<file path="src/lst_pkg.sv">
// constants, register map and state codes for the link self-test block
// assumes a single 40 MHz clock and a plain strobe register port
`default_nettype none

package lst_pkg;
  // register byte offsets
  localparam logic [7:0] OFS_CTRL     = 8'h00;
  localparam logic [7:0] OFS_RUN      = 8'h04;
  localparam logic [7:0] OFS_LSRES    = 8'h08;
  localparam logic [7:0] OFS_ATYPE    = 8'h0C;
  localparam logic [7:0] OFS_RXRST    = 8'h10;
  localparam logic [7:0] OFS_START    = 8'h14;
  localparam logic [7:0] OFS_RES0     = 8'h20;
  localparam logic [7:0] OFS_IRQ_STAT = 8'h30;
  localparam logic [7:0] OFS_IRQ_EN   = 8'h34;
  localparam logic [7:0] OFS_IRQ_CLR  = 8'h38;
  // control register layout
  localparam int          DUR_LSB    = 0;
  localparam int          DUR_W      = 16;
  localparam int          CHSEL_LSB  = 16;
  localparam int          NUM_CH     = 4;
  localparam int          LANE_LSB   = 20;
  localparam int          NUM_LANE   = 8;
  localparam logic [31:0] CTRL_RESET = 32'h0FFF_0000;
  localparam logic [31:0] CTRL_MASK  = 32'h0FFF_FFFF;
  // low-speed bus result layout
  localparam int          LS_PASS_BIT = 0;
  localparam int          LS_PKT_BIT  = 1;
  localparam int          LS_PAR_BIT  = 2;
  localparam int          LS_SUM_LSB  = 8;
  localparam int          LS_SUM_W    = 24;
  localparam logic [23:0] LS_GOOD_SUM = 24'h3C_7A55;
  // interrupt status bits
  localparam int IRQ_W         = 4;
  localparam int IRQ_LANE_DONE = 0;
  localparam int IRQ_LS_DONE   = 1;
  localparam int IRQ_LS_ERR    = 2;
  localparam int IRQ_ARRAY     = 3;
  // timing
  localparam int          CLK_NS     = 25;
  localparam int          MS_NS      = 1000000;
  localparam int          MS_CYCLES  = MS_NS / CLK_NS;
  localparam logic [15:0] DEFAULT_MS = 16'h000A;
  localparam int          WARMUP     = 16;
  localparam logic [6:0]  PRBS_SEED  = 7'h7F;
  // test sequencer states
  typedef enum logic [2:0] {
    LST_IDLE  = 3'b001,
    LST_RUN   = 3'b010,
    LST_LATCH = 3'b100
  } lst_state_e;
endpackage

`default_nettype wire

</file>
<file path="src/lst_top.sv">
// link self-test control and status registers with lane pattern test
// assumes lane pins loop the outbound pattern back; low_speed_control_bus logic on clk
//
// The register offsets and strobed register access are this design's own decisions.
`default_nettype none

module lst_top #(
  parameter int MS_CYC = lst_pkg::MS_CYCLES
) (
  // clock and reset
  input  wire logic        clk,
  input  wire logic        reset_n,
  // register port
  input  wire logic [7:0]  addr,
  input  wire logic [31:0] wr_data,
  input  wire logic        wr_en,
  input  wire logic        rd_en,
  output logic      [31:0] rd_data,
  // mirror array lanes, index is channel*8+lane
  output logic      [31:0] lane_tx_data,
  input  wire logic [31:0] lane_rx_pins,
  // low-speed control bus test
  input  wire logic        ls_test_start,
  input  wire logic        ls_test_done,
  input  wire logic [23:0] ls_checksum,
  input  wire logic        ls_packet_error,
  input  wire logic        ls_parity_error,
  // attached array and receiver
  input  wire logic        array_unsupported,
  output logic             serial_rx_reset,
  output logic             irq
);
  localparam int NL    = lst_pkg::NUM_CH * lst_pkg::NUM_LANE;
  localparam int PRE_W = $clog2(MS_CYC + 1);

  lst_pkg::lst_state_e state_reg;
  logic [31:0]        ctrl_reg;
  logic [NL-1:0]      mask_reg;
  logic [NL-1:0]      result_reg;
  logic [NL-1:0]      lane_err;
  logic [NL-1:0]      rx_sync;
  logic [15:0]        limit_reg;
  logic [15:0]        ms_reg;
  logic [PRE_W-1:0]   pre_reg;
  logic [6:0]         lfsr_reg;
  logic               ls_pass_reg;
  logic               ls_pkt_reg;
  logic               ls_par_reg;
  logic [23:0]        ls_sum_reg;
  logic               array_reg;
  logic [lst_pkg::IRQ_W-1:0] irq_stat_reg;
  logic [lst_pkg::IRQ_W-1:0] irq_en_reg;
  logic [lst_pkg::IRQ_W-1:0] irq_set;
  logic               start_req;
  logic               rxrst_hit;
  logic               phase_reg;
  logic               test_end;
  logic [NL-1:0]      mask_next;
  logic [15:0]        dur;
  logic               prbs_bit;

  // strobe decodes
  assign start_req = wr_en && addr == lst_pkg::OFS_START && wr_data[0];
  assign rxrst_hit = wr_en && addr == lst_pkg::OFS_RXRST && wr_data[0];
  assign test_end  = state_reg == lst_pkg::LST_LATCH;
  assign dur       = ctrl_reg[lst_pkg::DUR_LSB +: lst_pkg::DUR_W];
  assign prbs_bit  = lfsr_reg[6] ^ lfsr_reg[5];

  // lane mask: channel bit and lane bit must both be set
  always_comb begin
    mask_next = '0;
    for (int c = 0; c < lst_pkg::NUM_CH; c++) begin
      for (int l = 0; l < lst_pkg::NUM_LANE; l++) begin
        mask_next[c*lst_pkg::NUM_LANE+l] = ctrl_reg[lst_pkg::CHSEL_LSB+c]
                                         & ctrl_reg[lst_pkg::LANE_LSB+l];
      end
    end
  end

  // control register; unused top bits are dropped on write
  always_ff @(posedge clk or negedge reset_n) begin
    if (!reset_n) begin
      ctrl_reg <= lst_pkg::CTRL_RESET;
    end else if (wr_en && addr == lst_pkg::OFS_CTRL) begin
      ctrl_reg <= wr_data & lst_pkg::CTRL_MASK;
    end
  end

  // sequencer; a start while running is ignored to keep results coherent
  always_ff @(posedge clk or negedge reset_n) begin
    if (!reset_n) begin
      state_reg <= lst_pkg::LST_IDLE;
    end else begin
      unique case (state_reg)
        lst_pkg::LST_IDLE: begin
          if (start_req) begin
            state_reg <= lst_pkg::LST_RUN;
          end
        end
        lst_pkg::LST_RUN: begin
          if (pre_reg == PRE_W'(MS_CYC - 1) && ms_reg == limit_reg - 16'h0001) begin
            state_reg <= lst_pkg::LST_LATCH;
          end
        end
        lst_pkg::LST_LATCH: begin
          state_reg <= lst_pkg::LST_IDLE;
        end
        default: begin
          state_reg <= lst_pkg::LST_IDLE;
        end
      endcase
    end
  end

  // duration and mask captured at start so later writes cannot skew a run
  always_ff @(posedge clk or negedge reset_n) begin
    if (!reset_n) begin
      limit_reg <= lst_pkg::DEFAULT_MS;
      mask_reg  <= '0;
    end else if (state_reg == lst_pkg::LST_IDLE && start_req) begin
      limit_reg <= (dur == 16'h0000) ? lst_pkg::DEFAULT_MS : dur;
      mask_reg  <= mask_next;
    end
  end

  // millisecond prescaler and millisecond count
  always_ff @(posedge clk or negedge reset_n) begin
    if (!reset_n) begin
      pre_reg <= '0;
      ms_reg  <= '0;
    end else if (state_reg != lst_pkg::LST_RUN) begin
      pre_reg <= '0;
      ms_reg  <= '0;
    end else if (pre_reg == PRE_W'(MS_CYC - 1)) begin
      pre_reg <= '0;
      ms_reg  <= ms_reg + 16'h0001;
    end else begin
      pre_reg <= pre_reg + PRE_W'(1);
    end
  end

  // bit phase: each pattern bit is held two cycles because the pin filter
  // drops any level that lasts one cycle; the lane rate halves in exchange
  always_ff @(posedge clk or negedge reset_n) begin
    if (!reset_n) begin
      phase_reg <= 1'b0;
    end else begin
      phase_reg <= ~phase_reg;
    end
  end

  // pattern source; lanes outside the mask stay low
  always_ff @(posedge clk or negedge reset_n) begin
    if (!reset_n) begin
      lfsr_reg     <= lst_pkg::PRBS_SEED;
      lane_tx_data <= '0;
    end else begin
      if (phase_reg) begin
        lfsr_reg <= {lfsr_reg[5:0], prbs_bit};
      end
      lane_tx_data <= (state_reg == lst_pkg::LST_RUN) ? ({NL{prbs_bit}} & mask_reg)
                                                      : '0;
    end
  end

  // loopback pins enter through the synchroniser
  lst_pin_sync #(.W(NL)) u_rx_sync (
    .clk     (clk),
    .reset_n (reset_n),
    .pin_in  (lane_rx_pins),
    .q       (rx_sync)
  );

  // one checker per lane, cleared at start
  for (genvar i = 0; i < NL; i++) begin : g_chk
    lst_prbs_check u_chk (
      .clk       (clk),
      .reset_n   (reset_n),
      .clear     (state_reg == lst_pkg::LST_IDLE && start_req),
      .enable    (state_reg == lst_pkg::LST_RUN && mask_reg[i] && phase_reg),
      .rx_bit    (rx_sync[i]),
      .error_reg (lane_err[i])
    );
  end

  // results land only when the run ends; untested lanes read as not passed
  always_ff @(posedge clk or negedge reset_n) begin
    if (!reset_n) begin
      result_reg <= '0;
    end else if (test_end) begin
      result_reg <= mask_reg & ~lane_err;
    end
  end

  // low-speed bus results; errors stick until the next ls test starts
  always_ff @(posedge clk or negedge reset_n) begin
    if (!reset_n) begin
      ls_pass_reg <= 1'b0;
      ls_pkt_reg  <= 1'b0;
      ls_par_reg  <= 1'b0;
      ls_sum_reg  <= '0;
    end else begin
      if (ls_test_done) begin
        ls_sum_reg  <= ls_checksum;
        ls_pass_reg <= ls_checksum == lst_pkg::LS_GOOD_SUM;
      end
      // an error in the start cycle wins over the clear
      if (ls_packet_error) begin
        ls_pkt_reg <= 1'b1;
      end else if (ls_test_start) begin
        ls_pkt_reg <= 1'b0;
      end
      if (ls_parity_error) begin
        ls_par_reg <= 1'b1;
      end else if (ls_test_start) begin
        ls_par_reg <= 1'b0;
      end
    end
  end

  // attached array check and receiver reset pulse
  always_ff @(posedge clk or negedge reset_n) begin
    if (!reset_n) begin
      array_reg       <= 1'b0;
      serial_rx_reset <= 1'b0;
    end else begin
      array_reg       <= array_unsupported;
      serial_rx_reset <= rxrst_hit;
    end
  end

  // interrupt events
  assign irq_set[lst_pkg::IRQ_LANE_DONE] = test_end;
  assign irq_set[lst_pkg::IRQ_LS_DONE]   = ls_test_done;
  assign irq_set[lst_pkg::IRQ_LS_ERR]    = ls_packet_error | ls_parity_error;
  assign irq_set[lst_pkg::IRQ_ARRAY]     = array_unsupported & ~array_reg;

  // sticky status, set beats a clear in the same cycle
  always_ff @(posedge clk or negedge reset_n) begin
    if (!reset_n) begin
      irq_stat_reg <= '0;
      irq_en_reg   <= '0;
      irq          <= 1'b0;
    end else begin
      if (wr_en && addr == lst_pkg::OFS_IRQ_CLR) begin
        irq_stat_reg <= (irq_stat_reg & ~wr_data[lst_pkg::IRQ_W-1:0]) | irq_set;
      end else begin
        irq_stat_reg <= irq_stat_reg | irq_set;
      end
      if (wr_en && addr == lst_pkg::OFS_IRQ_EN) begin
        irq_en_reg <= wr_data[lst_pkg::IRQ_W-1:0];
      end
      irq <= |(irq_stat_reg & irq_en_reg);
    end
  end

  // read mux; data valid only in the cycle after the strobe
  always_ff @(posedge clk or negedge reset_n) begin
    if (!reset_n) begin
      rd_data <= '0;
    end else if (!rd_en) begin
      rd_data <= '0;
    end else begin
      unique case (addr)
        lst_pkg::OFS_CTRL:     rd_data <= ctrl_reg;
        lst_pkg::OFS_RUN:      rd_data <= {31'h0, state_reg == lst_pkg::LST_RUN};
        lst_pkg::OFS_LSRES:    rd_data <= {ls_sum_reg, 5'h00, ls_par_reg, ls_pkt_reg,
                                           ls_pass_reg};
        lst_pkg::OFS_ATYPE:    rd_data <= {31'h0, array_reg};
        lst_pkg::OFS_RES0:     rd_data <= {24'h0, result_reg[7:0]};
        lst_pkg::OFS_RES0 + 8'h04: rd_data <= {24'h0, result_reg[15:8]};
        lst_pkg::OFS_RES0 + 8'h08: rd_data <= {24'h0, result_reg[23:16]};
        lst_pkg::OFS_RES0 + 8'h0C: rd_data <= {24'h0, result_reg[31:24]};
        lst_pkg::OFS_IRQ_STAT: rd_data <= {28'h0, irq_stat_reg};
        lst_pkg::OFS_IRQ_EN:   rd_data <= {28'h0, irq_en_reg};
        default:               rd_data <= '0;
      endcase
    end
  end

  // checks
  property p_ctrl_wr;
    @(posedge clk) disable iff (!reset_n)
    wr_en && addr == lst_pkg::OFS_CTRL |=> ctrl_reg == ($past(wr_data) & lst_pkg::CTRL_MASK);
  endproperty
  a_ctrl_wr: assert property (p_ctrl_wr) else $error("control write lost");

  property p_default_len;
    @(posedge clk) disable iff (!reset_n)
    state_reg == lst_pkg::LST_IDLE && start_req && dur == 16'h0000 |=> limit_reg == 16'h000A;
  endproperty
  a_default_len: assert property (p_default_len) else $error("zero length not 10 ms");

  property p_mask;
    @(posedge clk) disable iff (!reset_n)
    state_reg == lst_pkg::LST_IDLE && start_req |=> mask_reg == $past(mask_next);
  endproperty
  a_mask: assert property (p_mask) else $error("lane mask not captured");

  property p_tx_gate;
    @(posedge clk) disable iff (!reset_n)
    ##1 (lane_tx_data & ~$past(mask_reg)) == '0;
  endproperty
  a_tx_gate: assert property (p_tx_gate) else $error("unselected lane driven");

  property p_run_read;
    @(posedge clk) disable iff (!reset_n)
    rd_en && addr == lst_pkg::OFS_RUN |=> rd_data == {31'h0, $past(state_reg) == lst_pkg::LST_RUN};
  endproperty
  a_run_read: assert property (p_run_read) else $error("run status wrong");

  property p_ls_pass;
    @(posedge clk) disable iff (!reset_n)
    ls_test_done |=> ls_pass_reg == ($past(ls_checksum) == lst_pkg::LS_GOOD_SUM);
  endproperty
  a_ls_pass: assert property (p_ls_pass) else $error("checksum verdict wrong");

  property p_ls_err;
    @(posedge clk) disable iff (!reset_n)
    ls_packet_error || ls_parity_error |=> (ls_pkt_reg || !$past(ls_packet_error))
                                          && (ls_par_reg || !$past(ls_parity_error));
  endproperty
  a_ls_err: assert property (p_ls_err) else $error("ls error not flagged");

  property p_rx_reset;
    @(posedge clk) disable iff (!reset_n)
    rxrst_hit |=> serial_rx_reset ##1 (!serial_rx_reset || $past(rxrst_hit));
  endproperty
  a_rx_reset: assert property (p_rx_reset) else $error("receiver reset not one pulse");

  property p_end;
    @(posedge clk) disable iff (!reset_n)
    test_end |=> state_reg == lst_pkg::LST_IDLE
                 && result_reg == ($past(mask_reg) & ~$past(lane_err));
  endproperty
  a_end: assert property (p_end) else $error("results not latched at end");

  property p_unmapped;
    @(posedge clk) disable iff (!reset_n)
    rd_en && addr == 8'hFC |=> rd_data == 32'h0;
  endproperty
  a_unmapped: assert property (p_unmapped) else $error("unmapped read nonzero");

  c_test_done: cover property (@(posedge clk) disable iff (!reset_n) test_end);
  c_ls_pass:   cover property (@(posedge clk) disable iff (!reset_n) ls_pass_reg);
  c_irq:       cover property (@(posedge clk) disable iff (!reset_n) $rose(irq));
endmodule

`default_nettype wire

</file>
<file path="src/lst_pin_sync.sv">
// three-flop input synchroniser with agreement filter
// assumes inputs come from pins outside the clk domain
`default_nettype none

module lst_pin_sync #(
  parameter int W = 1
) (
  // clock and reset
  input  wire logic         clk,
  input  wire logic         reset_n,
  // pins and filtered result
  input  wire logic [W-1:0] pin_in,
  output logic      [W-1:0] q
);
  logic [W-1:0] s1_reg;
  logic [W-1:0] s2_reg;
  logic [W-1:0] s3_reg;
  logic [W-1:0] agree;

  // s1 feeds only s2, so metastability never reaches logic
  always_ff @(posedge clk or negedge reset_n) begin
    if (!reset_n) begin
      s1_reg <= '0;
      s2_reg <= '0;
      s3_reg <= '0;
    end else begin
      s1_reg <= pin_in;
      s2_reg <= s1_reg;
      s3_reg <= s2_reg;
    end
  end

  // a bit changes only once stages two and three agree
  assign agree = ~(s2_reg ^ s3_reg);
  always_ff @(posedge clk or negedge reset_n) begin
    if (!reset_n) begin
      q <= '0;
    end else begin
      q <= (agree & s3_reg) | (~agree & q);
    end
  end
endmodule

`default_nettype wire

</file>
<file path="src/lst_prbs_check.sv">
// self-synchronising pattern checker for one lane
// assumes the received bit is already in the clk domain
`default_nettype none

module lst_prbs_check #(
  parameter int WARM = lst_pkg::WARMUP
) (
  // clock and reset
  input  wire logic clk,
  input  wire logic reset_n,
  // control
  input  wire logic clear,
  input  wire logic enable,
  // data and verdict
  input  wire logic rx_bit,
  output logic      error_reg
);
  logic [6:0] hist_reg;
  logic [4:0] fill_reg;

  // history of the last seven bits; the warm-up hides pipeline fill
  always_ff @(posedge clk or negedge reset_n) begin
    if (!reset_n) begin
      hist_reg  <= '0;
      fill_reg  <= '0;
      error_reg <= 1'b0;
    end else if (clear) begin
      hist_reg  <= '0;
      fill_reg  <= '0;
      error_reg <= 1'b0;
    end else if (enable) begin
      hist_reg <= {hist_reg[5:0], rx_bit};
      if (fill_reg != 5'(WARM)) begin
        fill_reg <= fill_reg + 5'h01;
      end else if (rx_bit != (hist_reg[6] ^ hist_reg[5])) begin
        error_reg <= 1'b1;
      end
    end
  end
endmodule

`default_nettype wire

</file>
<file path="config.mk">
export PLATFORM = sky130hd
export DESIGN_NAME = lst_top
export DESIGN_NICKNAME = d
export VERILOG_FILES = /design/src/lst_pkg.sv /design/src/lst_top.sv /design/src/lst_pin_sync.sv /design/src/lst_prbs_check.sv
export SDC_FILE = /design/constraint.sdc
export NUM_CORES = 1
export LEC_CHECK = 0
export ABC_AREA = 1
export BUFFER_PORTS_ARGS = -buffer_cell sky130_fd_sc_hd__buf_2
export CORE_MARGIN = 10
export CORE_UTILIZATION = 65
export DETAILED_ROUTE_END_ITERATION = 8
export PLACE_DENSITY = 0.83
export SLEW_MARGIN = 20
export SYNTH_ARGS = -nofsm -noshare
export SYNTH_HDL_FRONTEND = slang
export SYNTH_SLANG_ARGS = --single-unit
</file>
<file path="constraint.sdc">
create_clock -name clk -period 2.7 [get_ports clk]
set_input_delay 0.135 -clock clk [delete_from_list [all_inputs] [get_ports clk]]
set_output_delay 0.135 -clock clk [all_outputs]
set_load 0.03 [all_outputs]
</file>
==> flow_summary.rst <==
.. list-table::
   :header-rows: 1

   * - Metric
     - Value
   * - Leading post-synthesis cells by cell area
     - dfrtp_1, inv_1, nand2_1
   * - Cell seen most often among critical-path stages
     - nand2_1
   * - Final setup skew
     - 0.03205 ns
   * - Placer's final routability congestion estimate
     - 0.9329
   * - Power share of the combinational group
     - 0.048
   * - Number of search-and-repair iterations in the first detailed-routing pass
     - 7
   * - Post-route cell area
     - 39630 um2
   * - Number of library cell types mapped by synthesis
     - 43
   * - Slew at the pin closest to its max-slew limit
     - 0.8411 ns
   * - Kind of capture point of the worst setup path
     - register
   * - Post-synth top area cell
     - dfrtp_1
   * - Hold WC Path Type
     - in -> reg
   * - Clock tree root driver cell
     - clkbuf_16
   * - Kind of critical path
     - reg -> reg
   * - Share of the synthesized area in the top cell type
     - 0.5669
   * - Post-Synthesis Mean Instance Area
     - 9.417 um2
   * - Fin. max-slew vios
     - 0
   * - Post-synth EDFFs
     - 0
   * - Vias in the first global route
     - 26720
   * - Internal Dissipation
     - 19480 uW
   * - Via count
     - 26540
   * - First-iteration detailed-routing DRC count
     - 2453
   * - Number of remaining DRC errors
     - 0
   * - Clk pwr share
     - 0.445
   * - Number of buffers between clock root and the deepest sink
     - 3
   * - Number of buffers inserted during clock tree synthesis
     - 79
   * - Placed Instance Area
     - 36030 um2
   * - Vias per Instance
     - 5.661
   * - Syn. warnings
     - 0
   * - Worst stage delay on the critical path
     - 0.38 ns
   * - Remaining max-slew budget at the tightest pin
     - 0.4365
   * - Core Area
     - 52340 um2
   * - Psw
     - 5673 uW
   * - Initial core utilization
     - 0.6536
   * - Floorplan row count
     - 84
   * - Total half-perimeter wirelength after legalization and detailed placement
     - 51.91 mm
   * - Cell with the largest stage delay on the worst path
     - dfrtp_1
   * - Commonest cells in the synthesized netlist
     - dfrtp_1, inv_1, nand2_1
   * - WP buf/inv
     - 4
   * - Final cycle utilization of the critical path
     - 0.8932
   * - Main combinational cell family by area after synthesis
     - simple AND/OR/NAND/NOR gates
   * - Result of the run
     - completed
   * - Area share of and/or/nand/nor cells after synthesis
     - 0.1672
   * - Mux share of post-synthesis cell area
     - 0.007570
   * - Grt total ovfl
     - 0
   * - Synth-to-Final Area Change
     - 15.85%
   * - Count of buffers from port buffering
     - 166
   * - Unrepaired setup endpoints after global routing
     - no
   * - Clk Latency, worst-skew pair
     - 0.63 ns
   * - Number of hold violations in the final report
     - 0
   * - Setup Viol. Count Final
     - 0
   * - Synth Instances
     - 3633
   * - TritonCTS clock tree
     - yes
   * - Number of nets at the end of the flow
     - 4104
   * - Total global-route track usage
     - 0.2709
   * - Cells along the critical path
     - inv_1, nand3_2, inv_2, buf_4, nand3_1, nor2_1, inv_1, nand2_1, and3_1, nand2_1, nand2_1, nand2_1, nor2_1
   * - First-pass GRT wire length
     - 137.5 mm
   * - Post-synthesis adder-cell area fraction
     - 0.03387
   * - Synthesized flop and latch total
     - 797
   * - Post-Synth XOR/XNOR Area
     - 0.02816
   * - Clock period minus final worst setup slack
     - 2.412 ns
   * - Synthesized-area fraction occupied by ao, oa, aoi and oai cells
     - 0.09970
   * - Arrival time worst endpoint
     - 2.97 ns
   * - Setup_tns
     - 0 ns
   * - Highest achievable clock rate
     - 414.7 MHz
   * - Required time of the critical path
     - 3.26 ns
   * - Proportion of total power due to net switching
     - 0.2256
   * - Number of antenna violations at the first check in global routing
     - 11
   * - Number of max-cap violations
     - 0
   * - Flip-flop count of the largest register after layout
     - 224
   * - Crit start category
     - register
   * - Synth Flop Type
     - dfrtp_1
   * - Portion of the post-synthesis area used by sequential elements
     - 0.5838
   * - Static leakage power
     - 0.01870 uW
   * - Y dimension of the die
     - 249.4 um
   * - Maximum net fanout on the critical path
     - 16
   * - WL per Instance
     - 17.95 um
   * - Clock transition time at the flip-flop clock pins of the worst setup and hold paths
     - 0.06 ns
   * - Count of filler cells inserted in the layout
     - 3375
   * - Maximum ir drop on the vdd rail
     - 0.0005126 V
   * - IO Count
     - 171
   * - Synth Cell Area
     - 34210 um2
   * - Fraction of layout cells with a size suffix above 1
     - 0.1010
   * - Post-route ant nets
     - 0
   * - Reg-to-reg slack, setup
     - 0.29 ns
   * - Count of buffers added by post-CTS timing repair for setup
     - 0
   * - Final Routed Wirelength
     - 84.16 mm
   * - Worst path top cell family by delay
     - simple AND/OR/NAND/NOR gates
   * - Number of nets in the synthesized netlist
     - 3805
   * - Total number of clock tree sinks
     - 797
   * - Pin count of the biggest net entering global routing
     - 90
   * - Most frequently used cell type in the post-synthesis netlist
     - dfrtp_1
   * - Overall die area
     - 62210 um2
   * - Horiz. Die Dim
     - 249.4 um
   * - Asr flop ratio synth
     - 1.000
   * - Total power per unit cell area
     - 634.6 nW/um2
   * - H-tree depth
     - 3
   * - Power share of the sequential group
     - 0.507
[tightest hold or removal path, stage by stage]
cell and delay [ns]:
buf_2 0.14, nor4_2 0.09, nand3_1 0.07, nand2_1 0.05, nand4_1 0.10, inv_1 0.05
[cells by family after synthesis]
| logic type | Yosys count |
|---|---|
| AOI/OAI and AO/OA | 580 |
| xor gates and xnor gates | 110 |
| adders and majority gates | 99 |
| buffers and inverters | 708 |
| DFF | 797 |
| muxes | 23 |
| and+or+nand+nor | 1316 |
[per-layer routing]
metal / vias up / track usage / wire length, um
met1: 12870 / 0.3360 / 33070
met3: 320 / 0.06207 / 6728
met5: - / 0 / 41
met4: 6 / 0.1531 / 4420
met2: 1178 / 0.4343 / 39900
li1: 12170 / - / -
[layout by cell type, fill, tap and decap left out, types with 37 or more instances in the layout]
cell type      instances
a21boi_0             175
nor2_1               337
nand2_1              562
inv_1                618
xnor2_1               52
dlygate4sd3_1         95
nand3_1              168
dfrtp_1              774
nand4_1               37
xor2_1                57
nor3_1               131
clkbuf_16             82
ha_1                  67
a21oi_1              186
o21ai_0              176
buf_2                166
[power groups by stage]
stage	logic, uW	registers [uW]	clock network [uW]
CTS	1200	12700	11200
global route	1380	12800	11800
finish	1200	12700	11200
global placement	1020	12900	0
floorplan	578	12800	0
detailed placement	1070	12900	0
[per-stage QoR]
step,total power (uW),hold WS [ns],std cells,worst slack (ns),utilization
global route,25980,0.05138,4687,0.1118,0.7572
global placement,13940,0.02993,4443,0.4490,0.6883
finish,25150,0.05356,4688,0.2885,0.7572
detailed placement,14010,0.03044,4443,0.3600,0.6883
CTS,25170,0.01172,4680,0.3225,0.7569
floorplan,13420,-0.1606,3633,0.9341,-
[repair_timing]
item                                    CTS  global route
endpoints found under the setup margin    0             2
gates resized for setup                   0             1
hold buffers                             96             0
endpoints found under the hold margin   563             0
[layout make-up]
class / instances / area, um2 / area share
antenna: 8 / 20.02 / 0.0005051
clock buffer: 126 / 2407 / 0.06074
clock inverter: 15 / 221.5 / 0.005588
inverter: 626 / 2352 / 0.05935
multi-input combinational: 2128 / 11530 / 0.2909
sequential: 797 / 19970 / 0.5039
tap: 688 / 860.8 / 0.02172
timing repair buffer: 300 / 2270 / 0.05727
[worst paths after layout]
| path | start | to | cells past startpoint |
|---|---|---|---|
| max in group asynchronous | reset_n | u_rx_sync.s1_reg[7]$_DFF_PN0_ | 4 |
| min | addr[5] | state_reg[2]$_DFFE_PN0P_ | 6 |
| max | state_reg[2]$_DFFE_PN0P_ | g_chk[4].u_chk.fill_reg[4]$_DFFE_PN0P_ | 13 |
| max reg2reg | state_reg[2]$_DFFE_PN0P_ | g_chk[4].u_chk.fill_reg[4]$_DFFE_PN0P_ | 13 |
| min reg2reg | u_rx_sync.s1_reg[22]$_DFF_PN0_ | u_rx_sync.s2_reg[22]$_DFF_PN0_ | 0 |
| min in group asynchronous | reset_n | g_chk[22].u_chk.fill_reg[0]$_DFFE_PN0P_ | 3 |
No activity file was read; power rests on OpenSTA's default activity.
